`src/ccp_pkg.sv`:
```
// Package for the compare and PWM channel: register map, fields, reset values, codes.
package ccp_pkg;

    // ------------------------------------------------------------
    // Register byte offsets
    // ------------------------------------------------------------
    localparam logic [7:0] CCP_OFS_CTRL   = 8'h00;
    localparam logic [7:0] CCP_OFS_CAPSEL = 8'h04;
    localparam logic [7:0] CCP_OFS_MLO    = 8'h08;
    localparam logic [7:0] CCP_OFS_MHI    = 8'h0C;
    localparam logic [7:0] CCP_OFS_TBSEL  = 8'h10;
    localparam logic [7:0] CCP_OFS_PLIM   = 8'h14;
    localparam logic [7:0] CCP_OFS_PTCTL  = 8'h18;
    localparam logic [7:0] CCP_OFS_PTCNT  = 8'h1C;
    localparam logic [7:0] CCP_OFS_AUX    = 8'h20;
    localparam logic [7:0] CCP_OFS_STAT   = 8'h24;

    // ------------------------------------------------------------
    // Field positions
    // ------------------------------------------------------------
    localparam int CCP_PTCTL_ON_BIT  = 7;
    localparam int CCP_AUX_ADC_BIT   = 0;
    localparam int CCP_AUX_WAKE_BIT  = 1;
    localparam int CCP_AUX_DRV_BIT   = 2;
    localparam int CCP_STAT_MATCH_BIT = 0;
    localparam int CCP_STAT_OVF_BIT   = 1;

    // ------------------------------------------------------------
    // Reset values
    // ------------------------------------------------------------
    localparam logic [7:0] CCP_RST_CTRL   = 8'h00;
    localparam logic [7:0] CCP_RST_CAPSEL = 8'h00;
    localparam logic [7:0] CCP_RST_MATCH  = 8'h00;
    localparam logic [7:0] CCP_RST_TBSEL  = 8'h55;
    localparam logic [7:0] CCP_RST_PLIM   = 8'hFF;
    localparam logic [7:0] CCP_RST_PTCTL  = 8'h00;
    localparam logic [7:0] CCP_RST_AUX    = 8'h00;

    // ------------------------------------------------------------
    // Mode codes
    // ------------------------------------------------------------
    localparam logic [3:0] CCP_MODE_OFF       = 4'h0;
    localparam logic [3:0] CCP_MODE_TOG_CLR   = 4'h1;
    localparam logic [3:0] CCP_MODE_TOG       = 4'h2;
    localparam logic [3:0] CCP_MODE_SET       = 4'h8;
    localparam logic [3:0] CCP_MODE_CLR       = 4'h9;
    localparam logic [3:0] CCP_MODE_PULSE     = 4'hA;
    localparam logic [3:0] CCP_MODE_PULSE_CLR = 4'hB;
    localparam logic [1:0] CCP_MODE_PWM_TOP   = 2'b11;

    // Period timer sub-count per increment is 4 system clocks times prescale
    localparam int CCP_CLK_PER_INC = 4;

    typedef struct packed {
        logic       en;
        logic       rsvd6;
        logic       out;
        logic       duty_alignment_select;
        logic [3:0] mode;
    } ccp_ctrl_t;

endpackage : ccp_pkg

```
`src/ccp_compare_pwm.sv`:
```
// Compare and standard PWM channel with an APB register slave.
`timescale 1ns/1ns
`default_nettype none

// Operation
// - Compare 16-bit match value with selected 16-bit timebase while compare mode active.
// - On match act on output by mode: toggle, set, clear or pulse.
// - Match sets the match event flag in the same cycle as the action.
// - Modes 0001 and 1011 also clear the selected timebase on match.
// - Match raises ADC trigger pulse when channel is selected as trigger source.
// - Match value written between trigger and clear edges cancels the timebase clear.
// - Writing zero to channel control forces the compare output latch low.
// - Channel output is also given to other peripherals, independent of pin routing.
// - Compare runs in sleep only with running timebase; enabled match wakes device.
// - PWM period is (limit+1) times 4 clocks times prescale.
// - After timer equals limit: clear timer, load duty, set pin unless duty zero.
// - No postscaler affects the PWM period.
// - Duty registers writable anytime; loaded to buffer only at period match.
// - 10-bit timebase is period timer plus two low clock or prescaler bits.
// - Timebase equal to buffered duty clears the pin for rest of period.
// - Duty beyond the period never clears the pin.
// - Resolution is log2 of 4 times (limit+1), ten bits at 255.
// - In sleep the period timer and module state freeze; resume on wake.
// - Reset puts pin in input mode and all registers to reset values.
// - Mode codes: 1000 set, 1001 clear, 1010 pulse, 0010 toggle, 11xx PWM.
// - Duty alignment: right uses low byte and high bits 1:0; left uses high byte.
// - Timer select field 01, 10, 11 picks compare timebase 0, 1 or 2; 00 reserved.
module ccp_compare_pwm #(
    parameter int NUM_TB = 3
) (
    // APB slave
    input  wire logic                     pclk,
    input  wire logic                     presetn,
    input  wire logic                     psel,
    input  wire logic                     penable,
    input  wire logic                     pwrite,
    input  wire logic [7:0]               paddr,
    input  wire logic [31:0]              pwdata,
    output logic                          pready,
    output logic [31:0]                   prdata,
    output logic                          pslverr,
    // Compare timebases (same clock domain)
    input  wire logic [NUM_TB-1:0][15:0]  tb_count_i,
    output logic [NUM_TB-1:0]             tb_clear_o,
    // System
    input  wire logic                     sleep_i,
    output logic                          wake_o,
    output logic                          adc_trig_o,
    // Channel pin and internal copy
    output logic                          channel_pin_o,
    output logic                          channel_pin_oe_o,
    output logic                          channel_periph_o
);
    import ccp_pkg::*;

    // ------------------------------------------------------------
    // Registers
    // ------------------------------------------------------------
    ccp_ctrl_t   ctrl_r;
    logic [7:0]  capsel_r;
    logic [7:0]  mlo_r;
    logic [7:0]  mhi_r;
    logic [7:0]  tbsel_r;
    logic [7:0]  plim_r;
    logic [7:0]  ptctl_r;
    logic [7:0]  aux_r;
    logic        match_flag_r;
    logic        ovf_flag_r;
    logic        out_r;
    logic        pready_r;
    logic [31:0] prdata_r;
    logic        pslverr_r;

    // Compare and PWM state
    logic        eq_prev_r;
    logic [15:0] cnt_prev_r;
    logic        pulse_act_r;
    logic        clr_pend_r;
    logic [NUM_TB-1:0] tb_clear_r;
    logic        adc_trig_r;
    logic        wake_r;
    logic [7:0]  ps_cnt_r;
    logic [7:0]  tmr_r;
    logic [9:0]  duty_buf_r;

    // ------------------------------------------------------------
    // APB decode
    // ------------------------------------------------------------
    logic        acc;
    logic        wr;
    logic        mapped;
    logic        wr_ctrl;
    logic        wr_match;
    logic [7:0]  wd;
    logic [31:0] rd_nxt;

    // One wait state keeps pready straight from a flip-flop
    assign acc      = psel && penable && pready_r;
    assign wr       = acc && pwrite;
    assign wd       = pwdata[7:0];
    assign wr_ctrl  = wr && (paddr == CCP_OFS_CTRL);
    assign wr_match = wr && ((paddr == CCP_OFS_MLO) || (paddr == CCP_OFS_MHI));

    always_comb begin
        mapped = 1'b1;
        rd_nxt = 32'h0000_0000;
        case (paddr)
            CCP_OFS_CTRL:   rd_nxt[7:0] = {ctrl_r.en, 1'b0, out_r, ctrl_r[4:0]};
            CCP_OFS_CAPSEL: rd_nxt[7:0] = {6'h00, capsel_r[1:0]};
            CCP_OFS_MLO:    rd_nxt[7:0] = mlo_r;
            CCP_OFS_MHI:    rd_nxt[7:0] = mhi_r;
            CCP_OFS_TBSEL:  rd_nxt[7:0] = tbsel_r;
            CCP_OFS_PLIM:   rd_nxt[7:0] = plim_r;
            CCP_OFS_PTCTL:  rd_nxt[7:0] = ptctl_r;
            CCP_OFS_PTCNT:  rd_nxt[7:0] = tmr_r;
            CCP_OFS_AUX:    rd_nxt[7:0] = aux_r;
            CCP_OFS_STAT:   rd_nxt[1:0] = {ovf_flag_r, match_flag_r};
            default:        mapped = 1'b0;
        endcase
    end

    always_ff @(posedge pclk or negedge presetn) begin
        if (!presetn) begin
            pready_r  <= 1'b0;
            prdata_r  <= 32'h0000_0000;
            pslverr_r <= 1'b0;
        end else begin
            pready_r  <= psel && penable && !pready_r;
            pslverr_r <= psel && penable && !pready_r && !mapped;
            if (psel && penable && !pready_r && !pwrite) begin
                prdata_r <= rd_nxt;
            end
        end
    end

    // Register file: every register back to its reset value on any reset
    always_ff @(posedge pclk or negedge presetn) begin
        if (!presetn) begin
            ctrl_r   <= CCP_RST_CTRL;
            capsel_r <= CCP_RST_CAPSEL;
            mlo_r    <= CCP_RST_MATCH;
            mhi_r    <= CCP_RST_MATCH;
            tbsel_r  <= CCP_RST_TBSEL;
            plim_r   <= CCP_RST_PLIM;
            ptctl_r  <= CCP_RST_PTCTL;
            aux_r    <= CCP_RST_AUX;
        end else if (wr) begin
            case (paddr)
                CCP_OFS_CTRL:   ctrl_r   <= {wd[7], 1'b0, 1'b0, wd[4:0]};
                CCP_OFS_CAPSEL: capsel_r <= {6'h00, wd[1:0]};
                CCP_OFS_MLO:    mlo_r    <= wd;
                CCP_OFS_MHI:    mhi_r    <= wd;
                CCP_OFS_TBSEL:  tbsel_r  <= wd;
                CCP_OFS_PLIM:   plim_r   <= wd;
                CCP_OFS_PTCTL:  ptctl_r  <= wd;
                CCP_OFS_AUX:    aux_r    <= wd;
                default:        ;
            endcase
        end
    end

    // ------------------------------------------------------------
    // Compare
    // ------------------------------------------------------------
    logic        pwm_mode;
    logic        cmp_mode;
    logic        clr_mode;
    logic        pulse_mode;
    logic        tb_valid;
    logic [1:0]  tb_idx;
    logic [15:0] sel_cnt;
    logic        eq;
    logic        match;

    assign pwm_mode   = ctrl_r.en && (ctrl_r.mode[3:2] == CCP_MODE_PWM_TOP);
    assign cmp_mode   = ctrl_r.en && ((ctrl_r.mode == CCP_MODE_TOG_CLR) || (ctrl_r.mode == CCP_MODE_TOG)
                        || (ctrl_r.mode[3:2] == 2'b10));
    assign clr_mode   = (ctrl_r.mode == CCP_MODE_TOG_CLR) || (ctrl_r.mode == CCP_MODE_PULSE_CLR);
    assign pulse_mode = (ctrl_r.mode == CCP_MODE_PULSE) || (ctrl_r.mode == CCP_MODE_PULSE_CLR);
    // Field value 00 is reserved: no timebase, no compare
    assign tb_valid   = (tbsel_r[1:0] != 2'b00);
    assign tb_idx     = tbsel_r[1:0] - 2'd1;
    assign sel_cnt    = tb_valid ? tb_count_i[tb_idx] : 16'h0000;
    assign eq         = cmp_mode && tb_valid && (sel_cnt == {mhi_r, mlo_r});
    // Only the cycle in which equality begins counts as a match
    assign match      = eq && !eq_prev_r;

    always_ff @(posedge pclk or negedge presetn) begin
        if (!presetn) begin
            eq_prev_r  <= 1'b0;
            cnt_prev_r <= 16'h0000;
        end else begin
            eq_prev_r  <= eq;
            cnt_prev_r <= sel_cnt;
        end
    end

    // Sticky flag; a new match wins over a write-one clear
    always_ff @(posedge pclk or negedge presetn) begin
        if (!presetn) begin
            match_flag_r <= 1'b0;
        end else if (match) begin
            match_flag_r <= 1'b1;
        end else if (wr && (paddr == CCP_OFS_STAT) && wd[CCP_STAT_MATCH_BIT]) begin
            match_flag_r <= 1'b0;
        end
    end

    // Trigger at the match edge, timebase clear one edge later
    always_ff @(posedge pclk or negedge presetn) begin
        if (!presetn) begin
            adc_trig_r <= 1'b0;
            clr_pend_r <= 1'b0;
            tb_clear_r <= '0;
            wake_r     <= 1'b0;
        end else begin
            adc_trig_r <= match && aux_r[CCP_AUX_ADC_BIT];
            clr_pend_r <= match && clr_mode;
            tb_clear_r <= '0;
            // A match value rewrite in between removes the match condition
            if (clr_pend_r && !wr_match && tb_valid) begin
                tb_clear_r[tb_idx] <= 1'b1;
            end
            // Wake is level from the sticky flag, so it also works in sleep
            wake_r     <= match_flag_r && aux_r[CCP_AUX_WAKE_BIT];
        end
    end

    // ------------------------------------------------------------
    // PWM period timer
    // ------------------------------------------------------------
    logic [7:0] ps_last;
    logic [9:0] timebase;
    logic [9:0] tb_nxt;
    logic [9:0] duty_val;
    logic       run;
    logic       tick;
    logic       wrap;

    // Clocks per timer increment: 4 times prescale 1, 4, 16 or 64
    assign ps_last  = 8'((CCP_CLK_PER_INC << (2 * ptctl_r[1:0])) - 1);
    assign timebase = {tmr_r, 2'(ps_cnt_r >> (2 * ptctl_r[1:0]))};
    assign tb_nxt   = tick ? {8'(tmr_r + 8'h01), 2'b00} : {tmr_r, 2'((ps_cnt_r + 8'h01) >> (2 * ptctl_r[1:0]))};
    // Alignment of the 10-bit duty over the two match bytes
    assign duty_val = ctrl_r.duty_alignment_select ? {mhi_r, mlo_r[7:6]} : {mhi_r[1:0], mlo_r};
    // Timer halts in sleep and resumes from its count
    assign run      = ptctl_r[CCP_PTCTL_ON_BIT] && !sleep_i;
    assign tick     = run && (ps_cnt_r == ps_last);
    assign wrap     = tick && (tmr_r == plim_r);

    // No postscaler exists on this path
    always_ff @(posedge pclk or negedge presetn) begin
        if (!presetn) begin
            ps_cnt_r   <= 8'h00;
            tmr_r      <= 8'h00;
            duty_buf_r <= 10'h000;
        end else if (run) begin
            ps_cnt_r <= tick ? 8'h00 : ps_cnt_r + 8'h01;
            if (wrap) begin
                tmr_r      <= 8'h00;
                duty_buf_r <= duty_val;
            end else if (tick) begin
                tmr_r <= tmr_r + 8'h01;
            end
        end
    end

    always_ff @(posedge pclk or negedge presetn) begin
        if (!presetn) begin
            ovf_flag_r <= 1'b0;
        end else if (wrap) begin
            ovf_flag_r <= 1'b1;
        end else if (wr && (paddr == CCP_OFS_STAT) && wd[CCP_STAT_OVF_BIT]) begin
            ovf_flag_r <= 1'b0;
        end
    end

    // ------------------------------------------------------------
    // Output latch
    // ------------------------------------------------------------
    always_ff @(posedge pclk or negedge presetn) begin
        if (!presetn) begin
            out_r       <= 1'b0;
            pulse_act_r <= 1'b0;
        end else if (wr_ctrl && (wd == 8'h00)) begin
            out_r       <= 1'b0;
            pulse_act_r <= 1'b0;
        end else if (pwm_mode) begin
            pulse_act_r <= 1'b0;
            // Falls as the timebase reaches duty, not one clock late; duty past the period never hits
            if (run && ((tb_nxt == duty_buf_r) || (timebase == duty_buf_r))) begin
                out_r <= 1'b0;
            end
            if (wrap) begin
                out_r <= (duty_val != 10'h000);
            end
        end else if (cmp_mode) begin
            if (match) begin
                case (ctrl_r.mode)
                    CCP_MODE_TOG_CLR, CCP_MODE_TOG: out_r <= !out_r;
                    CCP_MODE_SET:                   out_r <= 1'b1;
                    CCP_MODE_CLR:                   out_r <= 1'b0;
                    default:                        out_r <= 1'b1;
                endcase
                pulse_act_r <= pulse_mode;
            end else if (pulse_act_r && (sel_cnt != cnt_prev_r)) begin
                // Timebase stepped once: pulse ends
                out_r       <= 1'b0;
                pulse_act_r <= 1'b0;
            end
        end else begin
            // Disabled or mode zero resets the set and clear state
            out_r       <= 1'b0;
            pulse_act_r <= 1'b0;
        end
    end

    // ------------------------------------------------------------
    // Outputs
    // ------------------------------------------------------------
    assign pready           = pready_r;
    assign prdata           = prdata_r;
    assign pslverr          = pslverr_r;
    assign tb_clear_o       = tb_clear_r;
    assign adc_trig_o       = adc_trig_r;
    assign wake_o           = wake_r;
    assign channel_pin_o    = out_r;
    assign channel_pin_oe_o = aux_r[CCP_AUX_DRV_BIT];
    assign channel_periph_o = out_r;

    // ------------------------------------------------------------
    // Assertions
    // ------------------------------------------------------------
    property p_flag_on_match;
        @(posedge pclk) disable iff (!presetn) match |=> match_flag_r;
    endproperty
    a_flag_on_match: assert property (p_flag_on_match) else $error("match flag not set");
    property p_adc_trig;
        @(posedge pclk) disable iff (!presetn)
            match && aux_r[CCP_AUX_ADC_BIT] |=> adc_trig_o ##1 !adc_trig_o;
    endproperty
    a_adc_trig: assert property (p_adc_trig) else $error("adc trigger pulse wrong");
    property p_tb_clear;
        @(posedge pclk) disable iff (!presetn)
            match && clr_mode ##1 !wr_match |=> (tb_clear_o != '0);
    endproperty
    a_tb_clear: assert property (p_tb_clear) else $error("timebase not cleared");

    property p_clear_cancel;
        @(posedge pclk) disable iff (!presetn) clr_pend_r && wr_match |=> (tb_clear_o == '0);
    endproperty
    a_clear_cancel: assert property (p_clear_cancel) else $error("clear not cancelled");

    property p_zero_ctrl;
        @(posedge pclk) disable iff (!presetn) wr_ctrl && (wd == 8'h00) |=> !channel_pin_o;
    endproperty
    a_zero_ctrl: assert property (p_zero_ctrl) else $error("latch not forced low");

    property p_match_once;
        @(posedge pclk) disable iff (!presetn) match ##1 $stable(sel_cnt) && $stable({mhi_r, mlo_r}) |-> !match;
    endproperty
    a_match_once: assert property (p_match_once) else $error("repeated match");

    property p_set_mode;
        @(posedge pclk) disable iff (!presetn)
            match && (ctrl_r.mode == CCP_MODE_SET) && !wr_ctrl |=> channel_pin_o;
    endproperty
    a_set_mode: assert property (p_set_mode) else $error("set mode failed");

    property p_wrap_load;
        @(posedge pclk) disable iff (!presetn)
            wrap |=> (tmr_r == 8'h00) && (duty_buf_r == $past(duty_val));
    endproperty
    a_wrap_load: assert property (p_wrap_load) else $error("period wrap wrong");

    property p_sleep_freeze;
        @(posedge pclk) disable iff (!presetn) sleep_i |=> $stable(tmr_r) && $stable(ps_cnt_r);
    endproperty
    a_sleep_freeze: assert property (p_sleep_freeze) else $error("timer moved in sleep");

    property p_duty_clear;
        @(posedge pclk) disable iff (!presetn)
            pwm_mode && run && (timebase == duty_buf_r) && !wrap && !wr_ctrl |=> !channel_pin_o;
    endproperty
    a_duty_clear: assert property (p_duty_clear) else $error("pin not cleared at duty");

    c_pulse:   cover property (@(posedge pclk) disable iff (!presetn) match && pulse_mode ##[1:20] !out_r);
    c_wrap:    cover property (@(posedge pclk) disable iff (!presetn) pwm_mode && wrap);
    c_cancel:  cover property (@(posedge pclk) disable iff (!presetn) clr_pend_r && wr_match);

endmodule // ccp_compare_pwm

`default_nettype wire

```
`config.mk`:
```
export PLATFORM = sky130hd
export DESIGN_NAME = ccp_compare_pwm
export DESIGN_NICKNAME = d
export VERILOG_FILES = /design/src/ccp_pkg.sv /design/src/ccp_compare_pwm.sv
export SDC_FILE = /design/constraint.sdc
export NUM_CORES = 1
export LEC_CHECK = 0
export ABC_AREA = 1
export BUFFER_PORTS_ARGS = -buffer_cell sky130_fd_sc_hd__buf_2
export CAP_MARGIN = 0
export CORE_MARGIN = 10
export CORE_UTILIZATION = 40
export DETAILED_ROUTE_END_ITERATION = 12
export PLACE_DENSITY = 0.69
export SKIP_LAST_GASP = 1
export SLEW_MARGIN = 25
export SYNTH_ARGS = -nofsm -noshare
export SYNTH_HDL_FRONTEND = slang
export SYNTH_SLANG_ARGS = --single-unit
```
`constraint.sdc`:
```
create_clock -name pclk -period 7.45 [get_ports pclk]
set_input_delay 0.3725 -clock pclk [delete_from_list [all_inputs] [get_ports pclk]]
set_output_delay 0.3725 -clock pclk [all_outputs]
set_load 0.02 [all_outputs]
```
==> metrics.md, run 1 <==
| Metric | Value |
|---|---|
| Status | `complete, no violations` |
| Yosys top cell by area | `dfrtp_1` |
| Flops & latches, synth | `119` |
| H-tree depth | `4` |
| Aggregate negative setup slack | `0 ns` |
| Clock Sinks | `119` |
| Row Count | `49` |
| HP Class | `input port to flop` |
| Total gr overflow | `0` |
| Routed vias/inst | `5.15` |
| Area of the die | `24200 sq um` |
| Layout cells sized above 1 | `15.5%` |
| Detailed Route WL | `21400 microns` |
| Crit path time final | `3.71 ns` |
| Fin crit share | `49.8%` |
| Clk slew on worst S/H paths | `0.06 ns` |
| Peak VDD IR | `0.177 mV` |
| Critical Path RT | `7.75 ns` |
| Clk_lat worst skew | `0.42 ns` |
| DRT antenna net count | `0` |
| Critical path fanouts, max | `22` |
| Leakage | `4.29 nW` |
| Tightest Pin Transition | `0.932 ns` |
| Crit end category | `flop` |
| # IOs | `136` |
| Root Driver | `clkbuf_16` |
| Cts hold-fix bufs | `1` |
| Flop pwr share | `41.7%` |
| Hold Path End | `pready` |
| Top cells by area, synth | `dfrtp_1 36%, nand2_1 16%, o21ai_0 6.7%` |
| Via count | `6896` |
| Vias in the first global route | `6521` |
| Worst r2r dst | `channel_periph_o` |
| CTS tree | `yes` |
| Setup violations, final | `0` |
| TritonRoute pass-1 iters | `5` |
| Initial core utilization | `40.8%` |
| Netlist cell types | `47` |
| Antenna diode count | `0` |
| Most frequent cell after synthesis | `nand2_1` |
| # DRC | `0` |
| CP max stage cell | `dfstp_2` |
| Power Density | `187 nW/um^2` |
| Final nets | `1199` |
| Top post-synthesis cells by count | `312 x nand2_1, 115 x inv_1, 107 x dfrtp_1` |
| Crit-path cells | `inv_2, ha_1, nor2_4, nand2_1, o21ai_1, nand2_1, nand2_1, nand2_1, nor2_1, nand4_1, nor2_1, nand3_2, nand3_1, nand2_1, nand2_1, nand2_1` |
| Final non-filler cell total | `1339` |
| Max-slew violations | `0` |
| Placer Congestion | `0.917` |
| Syn avg cell area | `7.25 sq um` |
| Crit start category | `flop` |
| Hold Path Depth | `3` |
| Dpl cells | `1307` |
| Gate Count Post-Synth | `1015` |
| Synth top area share | `36.4%` |
| Fmax | `270 MHz` |
| Ys Warns | `0` |
| Reg2Reg Setup Slack | `3.74 ns` |
| Reg-to-reg startpoint | `tbsel_r[0]` |
| Number of synthesized flops with an enable pin | `0` |
| Switching Share | `24.1%` |
| Power share of the clock group | `52.5%` |
| Detailed Place HPWL | `16200 microns` |
| Gate power share | `5.8%` |
| Prevailing post-synth register cell | `dfrtp_1` |
| Int Pwr | `1.20 mW` |
| Post-CTS Setup Repair Bufs | `0` |
| Clock Skew | `0.0115 ns` |
| Worst path top cell family by delay | `simple AND/OR/NAND/NOR gates` |
| Critical path class | `flop to flop` |
| Initial DRC Count | `639` |
| Chip width | `156 microns` |
| Seq/Total Area, Yosys | `40.7%` |
| Post-CTS Resized | `0` |
| Area Overhead vs Synth | `15.2%` |
| Hold Vio Cnt, Final | `0` |
| Fraction of registers with async set/reset | `100%` |
| Maximum number of pins on one net before global-route repair | `74` |
| Port Buf Inserts | `87` |
| Worst path bufs/invs | `1` |
| Initial antenna violation count | `0` |
| Maxcap violations | `0` |
| CTS Buf Count | `17` |
| First-pass GRT wire length | `33900 microns` |
| Die height | `156 microns` |
| Avg WL per Cell | `15.9 microns` |
| Clock Path Buffers | `2` |
| Mapped cell area | `7350 sq um` |
| Worst slew margin | `37.8%` |
| RSZ-0062 raised after global routing | `no` |
| Hold wc startpoint | `penable` |
| Total track usage | `17.4%` |
| Core area | `18000 sq um` |
| Sw Pwr | `0.381 mW` |
| CP arrival | `4.00 ns` |
| Most frequent CP cell | `nand2_1` |
| Reg2reg path depth | `16` |
| Critical Path Max Stage Delay | `0.83 ns` |
[routing by layer]
metal,global-route usage [%],share of wire [%],up-vias
met4,5.44,1.7,0
met1,23.3,44,3272
li1,-,-,3387
met2,27.8,48,211
met3,3.47,6.2,26
met5,0,0,-
[worst max path at each step]
stage	from	to	slack (ns)	cells after the start
3_5_place_dp	tbsel_r[0]	pulse_act_r	3.79	16
3_3_place_gp	tbsel_r[0]	pulse_act_r	3.81	16
4_1_cts	tbsel_r[0]	channel_periph_o	3.76	16
6_report	tbsel_r[0]	channel_periph_o	3.74	16
5_1_grt	tbsel_r[0]	pulse_act_r	3.40	16
2_1_floorplan	tbsel_r[0]	pulse_act_r	4.82	17
[placed cells by master, fill, tap and decap left out, types with 2 or more instances in the layout]
cell type,n
o21ai_0,98
o2111ai_1,3
nor2_1,84
mux2_2,6
buf_2,86
clkinvlp_4,5
o31ai_1,2
nand2_1,312
inv_2,11
nor3_1,9
dfstp_2,12
a221oi_1,13
o21ai_2,4
nor4_1,7
inv_1,115
nand2_2,9
conb_1,24
and2_1,3
a21oi_1,17
clkbuf_16,17
nor2_2,2
clkinv_1,3
ha_1,7
nand3_2,2
nand3_1,39
nand3b_1,8
dfrtp_1,107
buf_4,2
nand4_1,15
bufinv_16,3
xnor2_1,11
or2_2,2
o21ai_1,10
o22ai_1,13
xor2_1,27
clkbuf_1,2
clkinv_2,2
nor2_4,4
[stage by stage]
| stage | worst slack (ns) | cell area (sq um) | hold WS [ns] | utilization (%) | power, mW |
|---|---|---|---|---|---|
| detailed placement | 3.79 | 7870 | 0.434 | 43.7 | 0.765 |
| global route | 3.40 | 8470 | 0.224 | 47.0 | 1.63 |
| floorplan | 4.82 | 7440 | 0.0769 | - | 0.727 |
| finish | 3.74 | 8470 | 0.216 | 47.0 | 1.59 |
| global placement | 3.81 | 7870 | 0.433 | 43.7 | 0.763 |
| CTS | 3.76 | 8470 | 0.201 | 47.0 | 1.59 |
[power by group through the flow]
stage	clock network [mW]	logic [mW]	registers, mW
floorplan	0	0.0549	0.672
global placement	0	0.0914	0.672
detailed placement	0	0.0924	0.672
CTS	0.837	0.0933	0.661
global route	0.867	0.104	0.662
finish	0.832	0.0923	0.661
[tightest hold or removal path, stage by stage]
cell and delay (ns):
buf_2 0.10, nand2_1 0.05, nor2_1 0.06
[registers in the layout, indices dropped and copies added, names as in the netlist, 2 cells and up]
| signal | count |
|---|---|
| tb_clear_o | 3 |
| duty_buf_r | 10 |
| mhi_r | 8 |
| cnt_prev_r | 16 |
| capsel_r | 2 |
| ps_cnt_r | 8 |
| aux_r | 8 |
| tbsel_r | 8 |
| ctrl_r | 6 |
| prdata | 8 |
| ptctl_r | 8 |
| mlo_r | 8 |
| plim_r | 8 |
| tmr_r | 8 |
[kinds of logic after synthesis]
| family | count (synthesis) | share of synthesized area (%) |
|---|---|---|
| simple gates | 502 | 29.2 |
| buf+inv | 177 | 10.7 |
| compound gates | 165 | 12.7 |
| flops | 119 | 40.7 |
| xor+xnor | 38 | 4.53 |
| fa+ha+maj | 7 | 1.19 |
| mux | 6 | 0.919 |
| other cells | 1 | 0.0510 |
[final cells by class]
| type | instances | area, sq um |
|---|---|---|
| multi-input cells | 742 | 3660 |
| fillers | 1820 | 9560 |
| clock inverters | 12 | 155 |
| flip-flops and latches | 119 | 2990 |
| inverters | 129 | 484 |
| well taps | 229 | 287 |
| clock buffers | 19 | 433 |
| repair buffers | 89 | 455 |
No activity file was read; power rests on OpenSTA's default activity.
==> run 2: changes to the inputs <==
Clock period 7.45 ns to 3.5 ns, I/O delays scaled along.
==> metrics.md, run 2 (synthesis results as in run 1) <==
| Metric | Value |
|---|---|
| HP Class | `input port to flop` |
| Max-slew violations | `0 (unchanged)` |
| Largest register FFs | `16 (unchanged)` |
| Aggregate negative setup slack | `0 ns (unchanged)` |
| Clock Sinks | `119 (unchanged)` |
| Tightest Pin Transition | `0.813 ns (-0.119 ns)` |
| Final worst slack | `0.595 ns (-3.15 ns)` |
| Post-CTS Setup Repair Bufs | `0 (unchanged)` |
| # IOs | `136 (unchanged)` |
| Maxcap violations | `0 (unchanged)` |
| Worst slew margin | `45.3% (+7.4 points)` |
| Hold Path Depth | `3 (unchanged)` |
| Flop pwr share | `42.0% (+0.3 points)` |
| Critical Path RT | `3.80 ns (-3.95 ns)` |
| Clock Skew | `0.00841 ns (-0.00309 ns)` |
| Sw Pwr | `0.838 mW (+120%)` |
| Critical path class | `flop to flop` |
| # DRC | `0 (unchanged)` |
| CTS Buf Count | `17 (unchanged)` |
| CTS tree | `yes` |
| Status | `complete, no violations` |
| Crit end category | `flop` |
| Hold Slack | `0.0223 ns (-0.194 ns)` |
| CP arrival | `3.20 ns (-0.80 ns)` |
| Dpl ws | `0.573 ns (-3.22 ns)` |
| Final nets | `1205 (+0.50%)` |
| Hold wc startpoint | `penable` |
| Area of the die | `24200 sq um (unchanged)` |
| TritonRoute pass-1 iters | `5 (unchanged)` |
| Initial antenna violation count | `0 (unchanged)` |
| Int Pwr | `2.51 mW (+110%)` |
| Detailed Place HPWL | `16400 microns (+1.2%)` |
| Reg-to-reg startpoint | `ptctl_r[1]` |
| Peak VDD IR | `0.315 mV (+77%)` |
| Layout cells sized above 1 | `16.0% (+0.53 points)` |
| Hold Vio Cnt, Final | `0 (unchanged)` |
| Power share of the clock group | `52.0% (-0.5 points)` |
| Maximum number of pins on one net before global-route repair | `82 (+11%)` |
| Setup violations, final | `0 (unchanged)` |
| Area of the multi-input gates | `3660 sq um (unchanged)` |
| Fin crit share | `83.0% (+33 points)` |
| Detailed Route WL | `21400 microns (+0.36%)` |
| Reg2Reg Setup Slack | `0.60 ns (-3.15 ns)` |
| Gate power share | `6.0% (+0.2 points)` |
| Final core utilization | `47.2% (+0.22 points)` |
| Die height | `156 microns (unchanged)` |
| Clk_lat worst skew | `0.42 ns (about the same)` |
| Biggest register | `cnt_prev_r` |
| Via count | `6868 (-0.41%)` |
| Initial core utilization | `40.8% (unchanged)` |
| Reg2reg path depth | `22 (+6)` |
| Area Overhead vs Synth | `15.7%` |
| H-tree depth | `4 (unchanged)` |
| Switching Share | `25.1% (+1.0 points)` |
| FILL cells | `1840 (+1.1%)` |
| Avg WL per Cell | `15.9 microns (-0.17%)` |
| Chip width | `156 microns (unchanged)` |
| Power Density | `393 nW/um^2 (+110%)` |
| Total gr overflow | `0 (unchanged)` |
| Row Count | `49 (unchanged)` |
| Dpl cell area | `7920 sq um (+0.57%)` |
| Crit. Startpoint | `ptctl_r[1]` |
| Commonest non-fill, non-tap cell in the layout | `nand2_1` |
| DRT antenna net count | `0 (unchanged)` |
| Dpl cells | `1313 (+0.46%)` |
| Design area | `8510 sq um (+0.47%)` |
| Routed vias/inst | `5.10 (-0.92%)` |
| Root Driver | `clkbuf_16` |
| Crit path time final | `2.90 ns (-0.802 ns)` |
| Antenna diode count | `0 (unchanged)` |
| Biggest regs | `cnt_prev_r (16), duty_buf_r (10)` |
| Most frequent cells in the layout | `312 x nand2_1, 115 x inv_1, 107 x dfrtp_1, 98 x o21ai_0, 86 x buf_2` |
| Total track usage | `17.6% (+0.17 points)` |
| Fmax | `344 MHz (+28%)` |
| Final non-filler cell total | `1346 (+0.52%)` |
| Placer Congestion | `0.923 (+0.67%)` |
| RSZ-0062 raised after global routing | `no` |
| Pwr Total | `3.34 mW (+110%)` |
| Clk slew on worst S/H paths | `0.06 ns (about the same)` |
| Initial DRC Count | `599 (-6.3%)` |
| Port Buf Inserts | `87 (unchanged)` |
| Critical path fanouts, max | `14 (-36%)` |
| Core area | `18000 sq um (unchanged)` |
| Leakage | `4.33 nW (+0.92%)` |
| Clock Path Buffers | `2 (unchanged)` |
| Vias in the first global route | `6464 (-0.87%)` |
| First-pass GRT wire length | `34400 microns (+1.4%)` |
| Sequential cell area | `2990 sq um (unchanged)` |
| Crit start category | `flop` |
[run 2: changes by cell type in the layout (fill, tap and decap cells not counted)]
cell,before,now
clkinvlp_4,5,2
bufinv_16,3,2
inv_6,1,4
buf_4,2,7
buf_6,0,1
clkinv_4,1,3
[run 2: area by class of cell]
cell class	count	share of cell area, %
multi-input cells	742	43.0
flip-flops and latches	119	35.2
repair buffers	95	5.93
inverters	129	5.69
clock buffers	19	5.09
well taps	229	3.37
clock inverters	13	1.72
[run 2: routing by layer]
metal	track usage, %	routed length, microns	vias to the layer above
li1	-	-	3390
met1	23.8	9520	3212
met2	27.7	10200	230
met3	3.58	1340	36
met4	5.26	402	0
met5	0	0	-
[run 2: worst paths after layout]
check	endpoint
min in group asynchronous	tb_clear_o[0]
max reg2reg	channel_periph_o
max in group asynchronous	tmr_r[5]
min reg2reg	tbsel_r[3]
max	channel_periph_o
min	pready
[run 2: power groups by stage]
stage               clock [mW]  sequential (mW)  combinational (mW)
CTS                       1.76             1.41               0.201
finish                    1.74             1.41               0.200
detailed placement           0             1.43               0.198
global placement             0             1.43               0.196
floorplan                    0             1.43               0.117
global route              1.82             1.41               0.223
[run 2: critical path, cell delays in order (launching register included)]
cell     delay, ns
dfrtp_1       0.47
inv_1         0.20
nand2_1       0.14
ha_1          0.35
inv_1         0.05
nand2_1       0.06
nand2_1       0.07
nor2_4        0.11
nand2_2       0.07
nor2_4        0.30
nand2_1       0.18
nand2_1       0.09
nand2_1       0.05
nor2_1        0.08
nand2_1       0.07
nor2_1        0.10
nand2_1       0.05
nand2_1       0.05
nand2_1       0.07
nand2_1       0.08
nand2_1       0.05
nand2_1       0.05
nand2_1       0.05
[run 2: what timing repair did]
action                    CTS  global route
resized for setup           0             0
hold endpoints to repair   67             0
hold buffers                1             0
